===== src/inc/axis_error_defines.vh =====
`ifndef AXIS_ERROR_DEFINES_VH
`define AXIS_ERROR_DEFINES_VH

// ----------------------------------------------------------------
// register byte addresses
// ----------------------------------------------------------------
`define ADDR_CONTROL 8'h00
`define ADDR_SOFT_POS 8'h04
`define ADDR_SOFT_NEG 8'h08
`define ADDR_COMMAND 8'h0C
`define ADDR_MODE_WRITE 8'h10
`define ADDR_ERROR_STATUS 8'h14
`define ADDR_INT_STATUS 8'h18
`define ADDR_INT_MASK 8'h1C
`define ADDR_INTERP_MODE 8'h20

// ----------------------------------------------------------------
// control register fields
// ----------------------------------------------------------------
`define CTL_HW_POS_EN 0
`define CTL_HW_NEG_EN 1
`define CTL_SOFT_EN 2
`define CTL_SOFT_INSTANT 3
`define CTL_TRI_PREVENT 4
`define CTL_WIDTH 5
`define CTL_RESET 5'h13

// ----------------------------------------------------------------
// error status fields
// ----------------------------------------------------------------
`define ERR_SOFT_POS 0
`define ERR_SOFT_NEG 1
`define ERR_HW_POS 2
`define ERR_HW_NEG 3
`define ERR_ALARM 4
`define ERR_EMG 5
`define ERR_WIDTH 6

// ----------------------------------------------------------------
// commands and mode fields
// ----------------------------------------------------------------
`define CMD_ERROR_CLEAR 8'h79
`define CMD_INTERP_MODE 8'h2A
`define MODE_VEC_LSB 6
`define MODE_VEC_MSB 7
`define MODE_WIDTH 16
`define SOFT_RESET_POS 32'h7FFFFFFF
`define SOFT_RESET_NEG 32'h80000000

`endif


===== src/rtl/pin_sync.v =====
`timescale 1ns/1ns
// ----------------------------------------------------------------
// three-stage pin synchroniser with agreement filter
// ----------------------------------------------------------------
module pin_sync #(
	parameter WIDTH = 4,
	parameter [WIDTH-1:0] INIT = {WIDTH{1'b1}}
) (
	input wire sys_clk_i,
	input wire reset_i,
	input wire [WIDTH-1:0] pin_i,
	output reg [WIDTH-1:0] level_o
);

	reg [WIDTH-1:0] stage1_q;
	reg [WIDTH-1:0] stage2_q;
	reg [WIDTH-1:0] stage3_q;

	// stage1 is read by stage2 only; a level counts once 2 and 3 agree
	always @(posedge sys_clk_i) begin
		if (reset_i) begin
			stage1_q <= INIT;
			stage2_q <= INIT;
			stage3_q <= INIT;
			level_o <= INIT;
		end else begin
			stage1_q <= pin_i;
			stage2_q <= stage1_q;
			stage3_q <= stage2_q;
			// agreement takes stage2, a disagreement keeps the old level
			level_o <= (stage2_q & stage3_q) |
				(level_o & (stage2_q ^ stage3_q));
		end
	end

endmodule


===== src/rtl/axis_error_limit_status.v =====
`timescale 1ns/1ns
`include "axis_error_defines.vh"
// Operation
// - error flag set when a source activates during drive; stays set afterwards
// - error flag also set when a source is active at drive start
// - sources activating while stopped record no error
// - error status cleared by clear command 79h or next drive start
// - hardware limit inputs enabled separately; disabled ones never stop drive
// - soft limit values kept in their own dedicated registers
// - soft limit stop is decelerating or instant, chosen by configuration
// - triangle form prevention enabled after reset
// - command 2Ah applies mode bits D6,D7 as constant vector speed
module axis_error_limit_status (
	input wire sys_clk_i,
	input wire reset_i,
	input wire [7:0] reg_addr_i,
	input wire [31:0] reg_wdata_i,
	input wire reg_write_i,
	input wire reg_read_i,
	output reg [31:0] reg_rdata_o,
	input wire drive_start_i,
	input wire drive_active_i,
	input wire drive_dir_pos_i,
	input wire [31:0] logical_position_i,
	input wire positive_hw_limit_input_n_i,
	input wire negative_hw_limit_input_n_i,
	input wire servo_alarm_n_i,
	input wire emergency_stop_n_i,
	output reg stop_decel_o,
	output reg stop_instant_o,
	output reg [`ERR_WIDTH-1:0] error_status_o,
	output reg triangle_prevent_o,
	output reg [1:0] vector_speed_mode_o,
	output wire irq_o
);

	// ----------------------------------------------------------------
	// register state
	// ----------------------------------------------------------------
	reg [`CTL_WIDTH-1:0] control_q;
	reg [31:0] positive_soft_limit_value_q;
	reg [31:0] negative_soft_limit_value_q;
	reg [`MODE_WIDTH-1:0] mode_write_register_q;
	reg [`ERR_WIDTH-1:0] error_status_register_q;
	reg [`ERR_WIDTH-1:0] error_status_register_d;
	reg [`ERR_WIDTH-1:0] int_status_q;
	reg [`ERR_WIDTH-1:0] int_status_d;
	reg [`ERR_WIDTH-1:0] int_mask_q;
	reg [31:0] rdata_d;

	wire [3:0] pin_level;
	wire hw_pos_active;
	wire hw_neg_active;
	wire alarm_active;
	wire emg_active;
	wire soft_pos_hit;
	wire soft_neg_hit;
	wire [`ERR_WIDTH-1:0] source;
	wire [`ERR_WIDTH-1:0] newly_set;
	wire clear_cmd;
	wire mode_cmd;
	wire driving;

	// ----------------------------------------------------------------
	// address decode helper
	// ----------------------------------------------------------------
	function hit;
		input [7:0] addr;
		input [7:0] target;
		begin
			hit = (addr == target);
		end
	endfunction

	// ----------------------------------------------------------------
	// pin inputs
	// ----------------------------------------------------------------
	// all four pins are active low and idle high
	pin_sync #(
		.WIDTH(4),
		.INIT(4'hF)
	) u_pin_sync (
		.sys_clk_i(sys_clk_i),
		.reset_i(reset_i),
		.pin_i({emergency_stop_n_i, servo_alarm_n_i,
			negative_hw_limit_input_n_i,
			positive_hw_limit_input_n_i}),
		.level_o(pin_level)
	);

	// disabled limit inputs are masked here so they can never stop a drive
	assign hw_pos_active = ~pin_level[0] & control_q[`CTL_HW_POS_EN];
	assign hw_neg_active = ~pin_level[1] & control_q[`CTL_HW_NEG_EN];
	assign alarm_active = ~pin_level[2];
	assign emg_active = ~pin_level[3];

	// ----------------------------------------------------------------
	// soft limit compare
	// ----------------------------------------------------------------
	// signed compare against the limit of the current direction only
	assign soft_pos_hit = control_q[`CTL_SOFT_EN] & drive_dir_pos_i &
		($signed(logical_position_i) >=
		$signed(positive_soft_limit_value_q));
	assign soft_neg_hit = control_q[`CTL_SOFT_EN] & ~drive_dir_pos_i &
		($signed(logical_position_i) <=
		$signed(negative_soft_limit_value_q));

	// source vector in error status layout
	assign source = {emg_active, alarm_active, hw_neg_active,
		hw_pos_active, soft_neg_hit, soft_pos_hit};

	// ----------------------------------------------------------------
	// command decode
	// ----------------------------------------------------------------
	assign clear_cmd = reg_write_i & hit(reg_addr_i, `ADDR_COMMAND) &
		(reg_wdata_i[7:0] == `CMD_ERROR_CLEAR);
	assign mode_cmd = reg_write_i & hit(reg_addr_i, `ADDR_COMMAND) &
		(reg_wdata_i[7:0] == `CMD_INTERP_MODE);
	// the start cycle itself counts as driving
	assign driving = drive_active_i | drive_start_i;

	// ----------------------------------------------------------------
	// error latch
	// ----------------------------------------------------------------
	// clear first, then set: a source seen while driving in the clearing cycle wins
	always @* begin
		error_status_register_d = error_status_register_q;
		if (clear_cmd || drive_start_i) begin
			error_status_register_d = {`ERR_WIDTH{1'b0}};
		end
		if (driving) begin
			// active at start or during drive; held after source goes
			error_status_register_d = error_status_register_d | source;
		end
		// stopped axis: no set path at all
	end

	assign newly_set = error_status_register_d & ~error_status_register_q;

	// ----------------------------------------------------------------
	// interrupt status, write one to clear, set wins
	// ----------------------------------------------------------------
	always @* begin
		int_status_d = int_status_q;
		if (reg_write_i && hit(reg_addr_i, `ADDR_INT_STATUS)) begin
			int_status_d = int_status_q & ~reg_wdata_i[`ERR_WIDTH-1:0];
		end
		int_status_d = int_status_d | newly_set;
	end

	assign irq_o = |(int_status_q & int_mask_q);

	// ----------------------------------------------------------------
	// state registers
	// ----------------------------------------------------------------
	always @(posedge sys_clk_i) begin
		if (reset_i) begin
			error_status_register_q <= {`ERR_WIDTH{1'b0}};
			int_status_q <= {`ERR_WIDTH{1'b0}};
		end else begin
			error_status_register_q <= error_status_register_d;
			int_status_q <= int_status_d;
		end
	end

	// ----------------------------------------------------------------
	// software writable registers
	// ----------------------------------------------------------------
	// limits live apart from the compare registers, leaving those free
	always @(posedge sys_clk_i) begin
		if (reset_i) begin
			control_q <= `CTL_RESET;
			positive_soft_limit_value_q <= `SOFT_RESET_POS;
			negative_soft_limit_value_q <= `SOFT_RESET_NEG;
			mode_write_register_q <= {`MODE_WIDTH{1'b0}};
			int_mask_q <= {`ERR_WIDTH{1'b0}};
		end else if (reg_write_i) begin
			if (hit(reg_addr_i, `ADDR_CONTROL)) begin
				control_q <= reg_wdata_i[`CTL_WIDTH-1:0];
			end
			if (hit(reg_addr_i, `ADDR_SOFT_POS)) begin
				positive_soft_limit_value_q <= reg_wdata_i;
			end
			if (hit(reg_addr_i, `ADDR_SOFT_NEG)) begin
				negative_soft_limit_value_q <= reg_wdata_i;
			end
			if (hit(reg_addr_i, `ADDR_MODE_WRITE)) begin
				mode_write_register_q <= reg_wdata_i[`MODE_WIDTH-1:0];
			end
			if (hit(reg_addr_i, `ADDR_INT_MASK)) begin
				int_mask_q <= reg_wdata_i[`ERR_WIDTH-1:0];
			end
		end
	end

	// ----------------------------------------------------------------
	// interpolation mode apply
	// ----------------------------------------------------------------
	// no speed range setting exists; the two mode bits are all it takes
	always @(posedge sys_clk_i) begin
		if (reset_i) begin
			vector_speed_mode_o <= 2'h0;
		end else if (mode_cmd) begin
			vector_speed_mode_o <=
				mode_write_register_q[`MODE_VEC_MSB:`MODE_VEC_LSB];
		end
	end

	// ----------------------------------------------------------------
	// stop requests and status outputs
	// ----------------------------------------------------------------
	// levels held while the cause stands during a drive
	always @(posedge sys_clk_i) begin
		if (reset_i) begin
			stop_decel_o <= 1'b0;
			stop_instant_o <= 1'b0;
			error_status_o <= {`ERR_WIDTH{1'b0}};
			triangle_prevent_o <= 1'b1;
		end else begin
			stop_decel_o <= driving & (soft_pos_hit | soft_neg_hit) &
				~control_q[`CTL_SOFT_INSTANT];
			stop_instant_o <= driving & ((((soft_pos_hit |
				soft_neg_hit) & control_q[`CTL_SOFT_INSTANT])) |
				hw_pos_active | hw_neg_active | alarm_active |
				emg_active);
			error_status_o <= error_status_register_d;
			triangle_prevent_o <= control_q[`CTL_TRI_PREVENT];
		end
	end

	// ----------------------------------------------------------------
	// read path
	// ----------------------------------------------------------------
	always @* begin
		rdata_d = 32'h00000000;
		case (reg_addr_i)
			`ADDR_CONTROL: begin
				rdata_d[`CTL_WIDTH-1:0] = control_q;
			end
			`ADDR_SOFT_POS: begin
				rdata_d = positive_soft_limit_value_q;
			end
			`ADDR_SOFT_NEG: begin
				rdata_d = negative_soft_limit_value_q;
			end
			`ADDR_MODE_WRITE: begin
				rdata_d[`MODE_WIDTH-1:0] = mode_write_register_q;
			end
			`ADDR_ERROR_STATUS: begin
				rdata_d[`ERR_WIDTH-1:0] = error_status_register_q;
			end
			`ADDR_INT_STATUS: begin
				rdata_d[`ERR_WIDTH-1:0] = int_status_q;
			end
			`ADDR_INT_MASK: begin
				rdata_d[`ERR_WIDTH-1:0] = int_mask_q;
			end
			`ADDR_INTERP_MODE: begin
				rdata_d[1:0] = vector_speed_mode_o;
			end
			default: begin
				rdata_d = 32'h00000000;
			end
		endcase
	end

	// data valid only in the cycle after the read strobe, zero otherwise
	always @(posedge sys_clk_i) begin
		if (reset_i) begin
			reg_rdata_o <= 32'h00000000;
		end else if (reg_read_i) begin
			reg_rdata_o <= rdata_d;
		end else begin
			reg_rdata_o <= 32'h00000000;
		end
	end

endmodule


===== config.mk =====
export PLATFORM = sky130hd
export DESIGN_NAME = axis_error_limit_status
export DESIGN_NICKNAME = d
export VERILOG_FILES = /design/src/rtl/pin_sync.v /design/src/rtl/axis_error_limit_status.v
export VERILOG_INCLUDE_DIRS = /design/src /design/src/inc
export SDC_FILE = /design/constraint.sdc
export NUM_CORES = 1
export LEC_CHECK = 0
export BUFFER_PORTS_ARGS = -buffer_cell sky130_fd_sc_hd__buf_2
export CAP_MARGIN = 20
export CORE_MARGIN = 3
export CORE_UTILIZATION = 45
export DETAILED_ROUTE_END_ITERATION = 10
export HOLD_SLACK_MARGIN = 0.1
export PLACE_DENSITY_LB_ADDON = 0.2
export SLEW_MARGIN = 25
export SYNTH_ARGS = -nofsm -noshare
export SYNTH_HDL_FRONTEND = slang
export SYNTH_SLANG_ARGS = --single-unit

===== constraint.sdc =====
create_clock -name sys_clk_i -period 2 [get_ports sys_clk_i]
set_clock_uncertainty 0.05 [all_clocks]
set_input_delay 0.1 -clock sys_clk_i [delete_from_list [all_inputs] [get_ports sys_clk_i]]
set_output_delay 0.1 -clock sys_clk_i [all_outputs]
set_load 0.01 [all_outputs]

# After elaboration in Yosys (flattened, before gate mapping)
# Cells that the tools add are included.
totals:
  ff_bits: 156
  latchBits: 0
  ram_bits: 0
  rom_bits: 0
  in_bits: 83
  out_inout_bits: 44
  word_cells: 83
  mem_count: 0
classes:
  add_sub_neg: 0
  n_mul: 0
  div_mod_pow: 0
  n_lt_le_gt_ge: 2
  n_eq_ne: 10
  n_shift: 0
  muxes: 8
  bitwise: 37
  reduce_logical: 10
ops:
  columns: ["operator", "n"]
  rows:
  - ["$eq 8x5->1 const B", 4]
  - ["$ge 32x32->1", 1]
  - ["$le 32x32->1", 1]
  - ["$pmux 16 s2", 1]
  - ["$pmux 10 s3", 1]
  - ["$pmux 3 s7", 1]
  - ["$and 6x6->6", 3]
  - ["$mux 6", 3]
  - ["$eq 8x4->1 const B", 2]
  - ["$eq 8x6->1 const B", 2]
  - ["$pmux 2 s8", 1]
  - ["$and 1x1->1", 13]
  - ["$not 6->6", 2]
  - ["$or 6x6->6", 2]
  - ["$reduce_and 2->1", 5]
  - ["$and 4x4->4", 2]
  - ["$eq 8x3->1 const B", 1]
  - ["$eq 8x7->1 const B", 1]
  - ["$logic_not 8->1", 1]
  - ["$not 1->1", 7]
  - ["$or 1x1->1", 6]
  - ["$pmux 1 s6", 1]
  - ["$reduce_or 6->1", 1]
  - ["$or 4x4->4", 1]
  - ["other kinds (4)", 4]

# Logic depth before layout (Yosys ltp)
# Gate-level depths: netlist of run 1.
depth:
  word_depth: 10
  ltp_mapped: 9
  depth_no_buf: 9

# Hierarchy
# From an unflattened synthesis of run 1, not the netlist that was laid out.
unflattened:
  cells_unflattened: 900
  area_unflattened_um2: 7455.9
by_module_without_submodules:
  columns: ["module", "instances", "cells_each", "area_per_inst_um2", "seq_area_each_um2"]
  rows:
  - ["axis_error_limit_status", 1, 863, 6962.9, 2802.7]
  - ["pin_sync", 1, 37, 493.0, 320.3]

# Worst setup path before layout of run 1
# Ideal clock, no wire load.
synth_timing:
  path_type: "flip-flop to flip-flop"
  startpoint: "register negative_soft_limit_value_q[14]"
  endpoint: "register stop_instant_o"
  setup_ps: 86
  t_arrival_ps: 1910
  t_required_ps: 1864
  setup_slack_ps: -46
  stages_incl_launch_ff: 10
  n_path_buf: 0
  synth_period_minus_slack_ps: 2046
  path_cell_list: "dfxtp_1 inv_1 ha_1 a21oi_1 nand2_1 a221o_1 o31a_1 o211ai_2 o21ai_1 a211oi_1"
synth_via:
  elab_chain_cells: 9
synth_rtl:
  columns: ["element", "line_no", "rtl"]
  rows:
  - ["start, declared", "axis_error_limit_status.v:42", "reg [31:0] negative_soft_limit_value_q;"]
  - ["start signal, assigned", "axis_error_limit_status.v:174", "negative_soft_limit_value_q <= `SOFT_RESET_NEG;"]
  - ["start signal, assigned", "axis_error_limit_status.v:185", "negative_soft_limit_value_q <= reg_wdata_i;"]
  - ["$le 32x32->1", "axis_error_limit_status.v:105", "($signed(logical_position_i) <="]
  - ["$and 1x1->1", "axis_error_limit_status.v:104", "assign soft_neg_hit = control_q[`CTL_SOFT_EN] & ~drive_dir_pos_i &"]
  - ["$or 1x1->1", "axis_error_limit_status.v:222", "stop_instant_o <= driving & ((((soft_pos_hit |"]
  - ["$and 1x1->1", "axis_error_limit_status.v:222", null]
  - ["$or 1x1->1 (4 in series)", "axis_error_limit_status.v:222", null]
  - ["$and 1x1->1", "axis_error_limit_status.v:222", null]
  - ["end signal, assigned", "axis_error_limit_status.v:222", null]
  - ["end, declared", "axis_error_limit_status.v:30", "output reg stop_instant_o,"]
# No other way between the ends.
# A chain may end at the register's enable or synchronous reset.

# Final worst setup path of run 1
layout_timing:
  startpoint: "register negative_soft_limit_value_q[7]"
  endpoint: "register stop_instant_o"
# The elaborated chain is that of the path after synthesis.

==> results of run 1 <==
## area by class of cell
class | count | area, um2 | area share [%]
well taps | 216 | 270 | 2.58
multi-input cells | 605 | 4310 | 41.2
inverters | 66 | 248 | 2.37
repair buffers | 266 | 1860 | 17.7
clock inverters | 10 | 163 | 1.55
clock buffers | 22 | 464 | 4.44
flip-flops and latches | 156 | 3160 | 30.2
## report_power, final
group | switching, mW | leakage [nW] | total, mW | internal [mW]
sequential | 0.0143 | 1.27 | 3.14 | 3.13
clock | 1.29 | 0.301 | 3.45 | 2.16
combinational | 0.313 | 2.83 | 0.583 | 0.270
## cells in the final DEF, fill, tap and decap left out, types with 3 or more instances in the layout
cell type,netlist,routed
buf_2,14,126
or2_2,13,13
ha_1,68,42
o21ai_0,11,8
clkbuf_16,0,17
nand2_1,171,170
nor2b_1,5,5
bufinv_16,0,4
a222oi_1,21,21
nor4_1,5,3
inv_2,0,13
a21o_1,5,5
nand3_1,18,16
buf_4,1,89
inv_1,66,53
dfxtp_2,0,26
a211o_1,5,5
mux2i_1,9,9
o21ai_1,2,4
a31oi_1,3,3
a21oi_1,75,69
and2_1,4,3
ha_4,0,26
nor2_1,65,64
buf_12,0,3
a21oi_2,10,16
o211ai_1,34,34
dlygate4sd3_1,0,47
a22oi_1,21,20
nor3_1,8,7
nand4_1,16,16
and4_1,3,3
dfxtp_1,156,130
clkbuf_1,27,3
## per-layer routing
layer / up-vias / global-route usage (%) / share of wire (%) / wire length (um)
met2: 286 / 41.9 / 48 / 11000
met5: - / 0 / 0 / 0
met4: 0 / 8.48 / 2.2 / 502
met3: 41 / 4.91 / 7.2 / 1650
met1: 3399 / 33.1 / 43 / 9820
li1: 3542 / - / - / -
## synth_stat cells, types with 4 or more instances
cell	instances	area (um2)
a211o_1	5	43.8
a21o_1	5	37.5
a21oi_1	75	375
a21oi_2	10	87.6
a222oi_1	21	210
a22oi_1	21	158
and2_1	4	25.0
buf_2	14	70.1
clkbuf_1	27	101
dfxtp_1	156	3120
ha_1	68	851
inv_1	66	248
mux2i_1	9	90.1
nand2_1	171	642
nand3_1	18	90.1
nand4_1	16	100
nor2_1	65	244
nor2b_1	5	31.3
nor3_1	8	40.0
nor4_1	5	31.3
o211ai_1	34	255
o21ai_0	11	55.1
or2_2	13	81.3
## sequential cells by signal (all words and copies together) (netlist names), 4 cells and up
register	flops
mode_write_register_q	16
int_status_q	6
u_pin_sync.stage1_q	4
error_status_o	6
reg_rdata_o	32
u_pin_sync.stage2_q	4
u_pin_sync.stage3_q	4
negative_soft_limit_value_q	32
control_q	5
positive_soft_limit_value_q	32
int_mask_q	6
u_pin_sync.level_o	4
## tightest hold or removal path: stages
cell	delay [ps]
buf_2	110
buf_4	190
nand3_1	90
a21oi_1	50
## final timing paths
| check | startpoint | endpoint | cells after the start |
|---|---|---|---|
| max | negative_soft_limit_value_q[7] | stop_instant_o | 9 |
| min | reg_write_i | control_q[2] | 4 |
| max reg2reg | negative_soft_limit_value_q[7] | stop_instant_o | 9 |
| min reg2reg | u_pin_sync.stage1_q[1] | u_pin_sync.stage2_q[1] | 1 |
## timing repair
item,CTS,global route
buffers inserted,9,4
endpoints found under the hold margin,110,9
pin swaps,39,13
hold buffers,46,1
resized for setup,72,28
setup endpoints to repair,6,44
## logic make-up after synthesis
| family | count (synthesis) | synth area share [%] |
|---|---|---|
| buffers and inverters | 111 | 6.14 |
| AO/OA/AOI/OAI | 206 | 19.3 |
| multiplexers | 9 | 1.22 |
| AND/OR/NAND/NOR | 322 | 19.5 |
| flip-flops | 156 | 42.3 |
| adder cells (fa/ha/maj) | 68 | 11.5 |
## through the flow
step	instance area [um2]	TNS (ps)	hold WS, ps
2_1_floorplan	7390	0	154
3_3_place_gp	8730	-828	234
3_5_place_dp	8730	-1260	239
4_1_cts	10200	-399	104
5_1_grt	10500	-1180	127
6_report	10500	-546	116
==> metrics, run 1 <==
Max Fclk 0.458 GHz; fraction of layout cells with a size suffix above 1 around a third; distinct cell type count after synthesis 54; Area growth syn-to-layout 41.8%; Reg clk slew, reported paths around 60 ps; crit-path max cell delay approximately 320 ps; async set or reset register ratio after synthesis 0%; IO Count ~130; ANT cells 0; Slew @ Worst Pin about 650 ps; DRC Markers 0; number of flops mapped to enable cells by yosys 0; CP max-delay cell dfxtp_2; final setup margin -185 ps; gr usage total between 20% and 30%; post-DR wirelength/cell 17.1 um; Reg2Reg Setup Slack -190 ps; final cell count without fillers about 1.3k; vias in the first global route 7212; Buf/Inv on CP 1; Core Area roughly 0.016 mm2; worst path cell trace inv_1 -> ha_4 -> a21oi_1 -> o21ai_1 -> a221o_1 -> o31a_1 -> o211ai_2 -> o21ai_1 -> a211oi_1; Worst VDD drop approximately 710 uV; Die ar. about 0.018 mm2; Port Buffers approximately 130; total power ~7.2 mW; Post-Place Cells 1249; Final HPWL DP 15400 um; Vias just over 7k; Gate Count Post-Synth between 800 and 900; Worst Path Arrival approximately 2500 ps; Worst-Skew Late Latency 420 ps; first-pass GRT wire length 36300 um; CP endpoint kind flip-flop; Tcrit/Tclk final 109%; Clock Sinks about 160; most used cell, CP o21ai_1; Syn. warnings 0; Slew HR a little under three fifths; GP Congestion between 0.9 and 1; CTS tree yes; FF+latch count, synth 156; Via density 5.42; CTS Buf Count 17; worst slack at placement -261 ps; WL final around 23000 um; Top FF cell, synth dfxtp_1; Layout Nets 1263; initial antenna violation count 0; startpoint types flip-flop; setup violators final 6; clk buf depth 2; synthesized net count 1023; min cycle time layout 2190 ps; final hold vios 0; status finished with violations; CP Max Fanout 3; Setup Crit Path Kind reg -> reg; HP Class in -> reg; RSZ-0062 raised after global routing true; htree depth 4; Die X around 130 um; register area share after synthesis between 40% and 50%; max-cap check violation count 0; Syn Std Cell Area 0.00738 mm2; LEAKAGE 4.40 nW; Root Driver clkbuf_16; max-slew violations 0; Crit path required time around 2300 ps; Layout Utilization 65.6%; total grt overflow 0; Filler cells between 1k and 1.5k; Pwr Density ~690 mW/mm2; starting density of the core between 40% and 50%; Die Y 134 um; DRC violation total after the first TritonRoute iteration about 730; CP delay by family, top compound AO/OA/AOI/OAI gates; Antenna Nets Post-Route 0; largest net degree at the start of global routing 90; Avg Synthesized Cell Area roughly 8.5 um2; # rows between 40 and 50; failing checks setup timing; First-pass DRT Iterations 6
(Power assumes the default switching activity.)
==> inputs of run 2 (changes only) <==
==> constraint.sdc (replaced) <==
create_clock -name sys_clk_i -period 1.9 [get_ports sys_clk_i]
set_clock_uncertainty 0.05 [all_clocks]
set_input_delay 0.095 -clock sys_clk_i [delete_from_list [all_inputs] [get_ports sys_clk_i]]
set_output_delay 0.095 -clock sys_clk_i [all_outputs]
set_load 0.01 [all_outputs]
==> run 2 against run 1 <==
  * The flow still finishes with violations (setup timing)
  * Clock power decreased by 6.4%
  * Final area is 0.78% higher
  * Worst setup slack got worse by 97 ps
  * Largest cell class unchanged
  * Highest routed layer unchanged
==> metrics, run 2 (synthesis gave the netlist of run 1 again) <==
status finished with violations; failing checks setup timing; Max Fclk 0.458 GHz (+0.13%); largest registers negative_soft_limit_value_q (32), positive_soft_limit_value_q (32), reg_rdata_o (32); Die ar. 0.0180 mm2 (unchanged); initial antenna violation count 0 (unchanged); Worst VDD drop 658 uV (-7.3%); Clock Sinks 156 (unchanged); net switching power 1.85 mW (+14%); starting density of the core 46.3% (unchanged); Antenna Nets Post-Route 0 (unchanged); DRC Markers 0 (unchanged); Worst-Skew Late Latency 440 ps (+20 ps); ANT cells 0 (unchanged); first-pass GRT wire length 36900 um (+1.9%); Setup Crit Path Kind reg -> reg; Worst Path Arrival 2420 ps (-50 ps); commonest non-fill, non-tap cells in the layout nand2_1 (170), buf_2 (126), dfxtp_1 (124), buf_4 (107), a21oi_1 (70); worst path cell trace inv_2 -> ha_4 -> a21o_1 -> o21ai_1 -> o211ai_1 -> o311ai_4 -> o22ai_4 -> buf_4 -> a22oi_2 -> nor2_1; Reg2Reg Setup Slack -280 ps (-100 ps); CP Max Fanout 4 (+1); combinational fraction of design power 8.7% (+0.6 points); Reg clk slew, reported paths 70 ps (about the same); CTS Buf Count 17 (unchanged); Post-DP Area 0.00886 mm2 (+1.5%); worst slack at placement -313 ps (-51.8 ps); hold endpoint reg_rdata_o[0]; LEAKAGE 4.45 nW (+1.2%); clk buf depth 2 (unchanged); vias in the first global route 7297 (+1.2%); most common cell after layout, fill and taps aside nand2_1; Pwr Density 679 mW/mm2 (-0.92%); # rows 46 (unchanged); final hold vios 0 (unchanged); Hold Path Depth 4 (unchanged); fraction of layout cells with a size suffix above 1 35.3% (+2.6 points); total grt overflow 0 (unchanged); HP Class in -> reg; Tcrit/Tclk final 115% (+5.6 points); First-pass DRT Iterations 9 (+3); Slew HR 30.8% (-26 points); Int Pwr 5.32 mW (-4.3%); hold_sp reg_addr_i[3]; Slew @ Worst Pin 1040 ps (+390 ps); WL final 23800 um (+3.6%); Final HPWL DP 15300 um (-0.49%); CTS tree yes; GP Congestion 0.912 (-0.61%); total power 7.16 mW (-0.15%); CP delay by family, top compound AO/OA/AOI/OAI gates; startpoint types flip-flop; post-route cell area 0.0105 mm2 (+0.78%); Vias 7435 (+2.3%); Root Driver clkbuf_16; share of power burned in the clock network 45.1% (-2.9 points); final setup margin -283 ps (-97.2 ps); gr usage total 25.6% (+0.41 points); max-slew violations 0 (unchanged); sequential fraction of design power 46.2% (+2.4 points); setup TNS -1310 ps (-760 ps); Filler cells 1325 (+2.3%); IO Count 127 (unchanged); Crit path required time 2140 ps (-150 ps); min cycle time layout 2180 ps (-2.80 ps); Port Buffers 126 (unchanged); Via density 5.47 (+1.0%); RSZ-0062 raised after global routing true; Buf/Inv on CP 2 (+1); CP endpoint kind flip-flop; largest net degree at the start of global routing 90 (unchanged); R2R Path End int_status_q[0]; Reg2Reg Depth 10 (+1); setup violators final 6 (unchanged); htree depth 4 (unchanged); Die X 134 um (unchanged); reg2reg start positive_soft_limit_value_q[29]; DRC violation total after the first TritonRoute iteration 849 (+16%); CP max-delay cell o311ai_4; Layout Nets 1280 (+1.3%); post-DR wirelength/cell 17.5 um (+2.3%); Core Area 0.0159 mm2 (unchanged); max-cap check violation count 0 (unchanged); Die Y 134 um (unchanged); Sw Share 25.8% (+3.2 points); Area growth syn-to-layout 42.9%; crit-path max cell delay 360 ps (+40 ps)
-- run 2: worst max-delay path by stage --
stage,startpoint,to,slack [ps],cells past startpoint
finish,positive_soft_limit_value_q[29],int_status_q[0],-280,10
global route,positive_soft_limit_value_q[29],int_status_q[0],-420,10
CTS,positive_soft_limit_value_q[31],stop_instant_o,-240,9
detailed placement,negative_soft_limit_value_q[27],int_status_q[1],-310,9
global placement,negative_soft_limit_value_q[27],int_status_q[1],-260,9
floorplan,negative_soft_limit_value_q[15],int_status_q[1],-70,9
-- run 2: cell type report --
class / instances / area [um2] / area share (%)
clock inverter: 13 / 108 / 1.02
inverter: 66 / 250 / 2.37
tap: 216 / 270 / 2.56
multi-input combinational: 605 / 4340 / 41.2
clock buffer: 19 / 443 / 4.20
timing repair buffer: 283 / 1970 / 18.7
sequential: 156 / 3160 / 30.0
-- run 2: power groups by stage --
stage / clock, mW / sequential (mW) / combinational [mW]
after floorplan: 0 / 3.38 / 0.213
after global placement: 0 / 3.38 / 0.454
after detailed placement: 0 / 3.38 / 0.459
after CTS: 3.27 / 3.31 / 0.574
after global routing: 3.40 / 3.31 / 0.679
final: 3.23 / 3.31 / 0.624
-- run 2: layer usage --
layer	vias to the layer above	wire [um]	global-route usage [%]	part of all wire [%]
met1	3462	9790	32.6	41
li1	3589	-	-	-
met3	66	1930	5.25	8.1
met5	-	0	0	0
met2	318	11300	42.7	48
met4	0	755	10.2	3.2
-- run 2: worst reg2reg max path, cell delays in order (launching register included) --
cell	delay (ps)
dfxtp_2	340
inv_2	50
ha_4	230
a21o_1	180
o21ai_1	180
o211ai_1	210
o311ai_4	370
o22ai_4	130
buf_4	150
a22oi_2	110
nor2_1	50
-- run 2: what timing repair did --
item,CTS,global route
endpoints found under the hold margin,110,10
setup buffers,5,6
pin swaps,35,33
gates resized for setup,63,53
setup endpoints to repair,6,67
hold buffers,46,1
gates cloned,0,1
-- run 2: through the flow --
stage | hold WS [ps] | util, % | instances
after global routing | 114 | 66.1 | 1358
final | 80.4 | 66.1 | 1358
after global placement | 227 | 55.6 | 1268
after detailed placement | 231 | 55.6 | 1268
after floorplan | 149 | - | 872
after CTS | 104 | 64.2 | 1350
==> inputs of run 3 (changes only) <==
--- a/config.mk
+++ b/config.mk
@@ -10,10 +10,12 @@
 export CAP_MARGIN = 20
 export CORE_MARGIN = 3
 export CORE_UTILIZATION = 45
+export CTS_CLUSTER_SIZE = 14
 export DETAILED_ROUTE_END_ITERATION = 10
 export HOLD_SLACK_MARGIN = 0.1
 export PLACE_DENSITY_LB_ADDON = 0.2
 export SLEW_MARGIN = 25
 export SYNTH_ARGS = -nofsm -noshare
 export SYNTH_HDL_FRONTEND = slang
+export SYNTH_HIERARCHICAL = 1
 export SYNTH_SLANG_ARGS = --single-unit
==> run 3 against run 2 <==
  * The flow still finishes with violations (setup timing)
  * Sequential power barely moved
  * Clock-buffer cell count decreased by 1
  * Die area up 1.0%
  * Critical endpoint is now stop_instant_o
==> metrics, run 3 <==
# rows 46 (unchanged); WL met2 10900 um (-4.1%); DRC violation total after the first TritonRoute iteration 462 (-46%); Hold Path Depth 5 (+1); starting density of the core 46.4% (+0.15 points); routed wl met3 1400 um (-28%); ANT cells 0 (unchanged); Tcrit/Tclk final 123% (+7.6 points); reg2reg start negative_soft_limit_value_q[15]; CP endpoint kind flip-flop; Slew HR 56.3% (+25 points); post-DR wirelength/cell 16.3 um (-6.9%); Die ar. 0.0181 mm2 (+1.0%); min cycle time layout 2330 ps (+145 ps); M1 WL 9960 um (+1.7%); hold_sp reg_addr_i[6]; gr usage total 24.9% (-0.67 points); fraction of layout cells with a size suffix above 1 30.1% (-5.2 points); Worst Path Arrival 2560 ps (+140 ps); commonest non-fill, non-tap cells in the layout nand2_1 (195), dfxtp_1 (134), buf_2 (125), buf_4 (116), a21oi_1 (87); Clock Sinks 156 (unchanged); HP Class in -> reg; cell taking the most area after synthesis dfxtp_1; RSZ-0062 raised after global routing true; Layout Nets 1311 (+2.4%); Vias 7354 (-1.1%); top cells by count, synth nand2_1 (196), dfxtp_1 (156), a21oi_1 (91); FF+latch count, synth 156 (unchanged); share of the synthesized area in the top cell type 41.9% (-0.44 points); Pwr Density 687 mW/mm2 (+1.1%); Reg2Reg Depth 10 (unchanged); CTS Buf Count 17 (unchanged); Gate Count Post-Synth 900 (+3.2%); most frequent cell after synthesis nand2_1; most common cell after layout, fill and taps aside nand2_1; GP Congestion 0.910 (-0.25%); Crit path required time 2140 ps (about the same); WL final 22700 um (-4.7%); Syn. warnings 6 (+6); Via density 5.29 (-3.3%); number of flops mapped to enable cells by yosys 0 (unchanged); crit path from negative_soft_limit_value_q[15]; largest net degree at the start of global routing 47 (-48%); IO Count 127 (unchanged); Area contributors post-synth dfxtp_1 (42%), ha_1 (11%), nand2_1 (9.9%); Reg clk slew, reported paths 70 ps (about the same); Antenna Nets Post-Route 0 (unchanged); max-slew violations 0 (unchanged); DRC Markers 0 (unchanged); Syn Std Cell Area 0.00746 mm2 (+1.1%); status finished with violations; htree depth 4 (unchanged); hold slack 191 ps (+110 ps); worst slack at placement -581 ps (-268 ps); total grt overflow 0 (unchanged); Filler cells 1367 (+3.2%); LEAKAGE 4.67 nW (+4.8%); clk buf depth 2 (unchanged); Core Area 0.0161 mm2 (+0.72%); First-pass DRT Iterations 6 (-3); CP Max Fanout 3 (-1); final hold vios 0 (unchanged); Worst-Skew Late Latency 430 ps (about the same); setup violators final 6 (unchanged); startpoint types flip-flop; async set or reset register ratio after synthesis 0% (unchanged); initial antenna violation count 0 (unchanged); Die Y 135 um (+0.50%); failing checks setup timing; top routing layer used met4; first-pass GRT wire length 35900 um (-2.8%); Root Driver clkbuf_16; Area growth syn-to-layout 39.9%; Setup Crit Path Kind reg -> reg; synthesized net count 1051 (+2.7%); max-cap check violation count 0 (unchanged); distinct cell type count after synthesis 57 (+5.6%); Port Buffers 126 (unchanged); CTS tree yes; final setup margin -428 ps (-145 ps); register area share after synthesis 41.9% (-0.44 points); Slew @ Worst Pin 656 ps (-382 ps); Die X 135 um (+0.50%); Max Fclk 0.430 GHz (-6.2%); largest registers negative_soft_limit_value_q (32), positive_soft_limit_value_q (32), reg_rdata_o (32); vias in the first global route 7129 (-2.3%); Top FF cell, synth dfxtp_1; Worst VDD drop 634 uV (-3.7%); Avg Synthesized Cell Area 8.28 um2 (-2.1%); Final HPWL DP 16100 um (+5.1%)
==> run 3: changes by cell type in the layout (fill, tap and decap cells not counted), moves of 17 or more <==
cell and change:
o211ai_1 -31, nand2_1 +25, nand3b_1 +32, a21oi_1 +17
==> run 3: report_power, final <==
| part | switching [mW] | internal, mW |
|---|---|---|
| combinational | 0.305 | 0.284 |
| clock | 1.51 | 1.76 |
| sequential | 0.0156 | 3.29 |
==> run 3: area by class of cell <==
cell class              count  area [um2]  share of cell area [%]
multi-input cells         634        4230                    40.5
flip-flops and latches    156        3150                    30.2
repair buffers            285        1970                    18.9
clock buffers              18         439                    4.21
well taps                 216         270                    2.59
inverters                  66         248                    2.38
clock inverters            14         126                    1.21
==> run 3: path summary, 6_finish.rpt <==
check                           end  slack, ps
max                  stop_instant_o       -430
max reg2reg          stop_instant_o       -430
min                  reg_rdata_o[0]        190
min reg2reg  u_pin_sync/stage2_q[0]        350
==> run 3: critical path, stage by stage (launching register included) <==
cell and delay [ps]:
dfxtp_2 330, inv_1 60, ha_4 260, nand4_1 120
nor4_1 400, buf_4 180, a21boi_2 130, o31a_1 170
o211ai_2 130, o31ai_1 250, a211oi_1 100
==> run 3: cells by family (layout without fill, tap and decap cells) <==
kind of cell	Yosys count	count (layout)	share of synthesized area [%]
and+or+nand+nor	373	373	23.3
AOI/OAI and AO/OA	179	179	15.5
DFF	156	156	41.9
buffers and inverters	110	383	5.92
adders and majority gates	68	68	11.4
muxes	14	14	1.90
==> run 3: routing by layer <==
layer / vias to the layer above / GRT usage [%]
li1: 3645 / -
met1: 3421 / 32.7
met2: 257 / 41.7
met3: 31 / 4.02
met4: 0 / 8.82
met5: - / 0
==> run 3: metrics by stage <==
step           power [mW]  TNS [ps]  cells  area [um2]  utilization, %
2_1_floorplan        3.60      -783    900        7510               -
3_3_place_gp         3.85     -2330   1309        9090            56.6
3_5_place_dp         3.85     -2660   1309        9090            56.6
4_1_cts              7.19     -1510   1387       10300            64.0
5_1_grt              7.41     -2470   1389       10400            65.0
6_report             7.16     -1770   1389       10400            65.0
==> run 3: timing repair <==
| action | in CTS | in global routing |
|---|---|---|
| gates resized for setup | 35 | 31 |
| hold buffers | 41 | 0 |
| endpoints found under the setup margin | 6 | 6 |
| pin swaps | 14 | 11 |
| setup buffers | 5 | 2 |
| endpoints found under the hold margin | 108 | 0 |
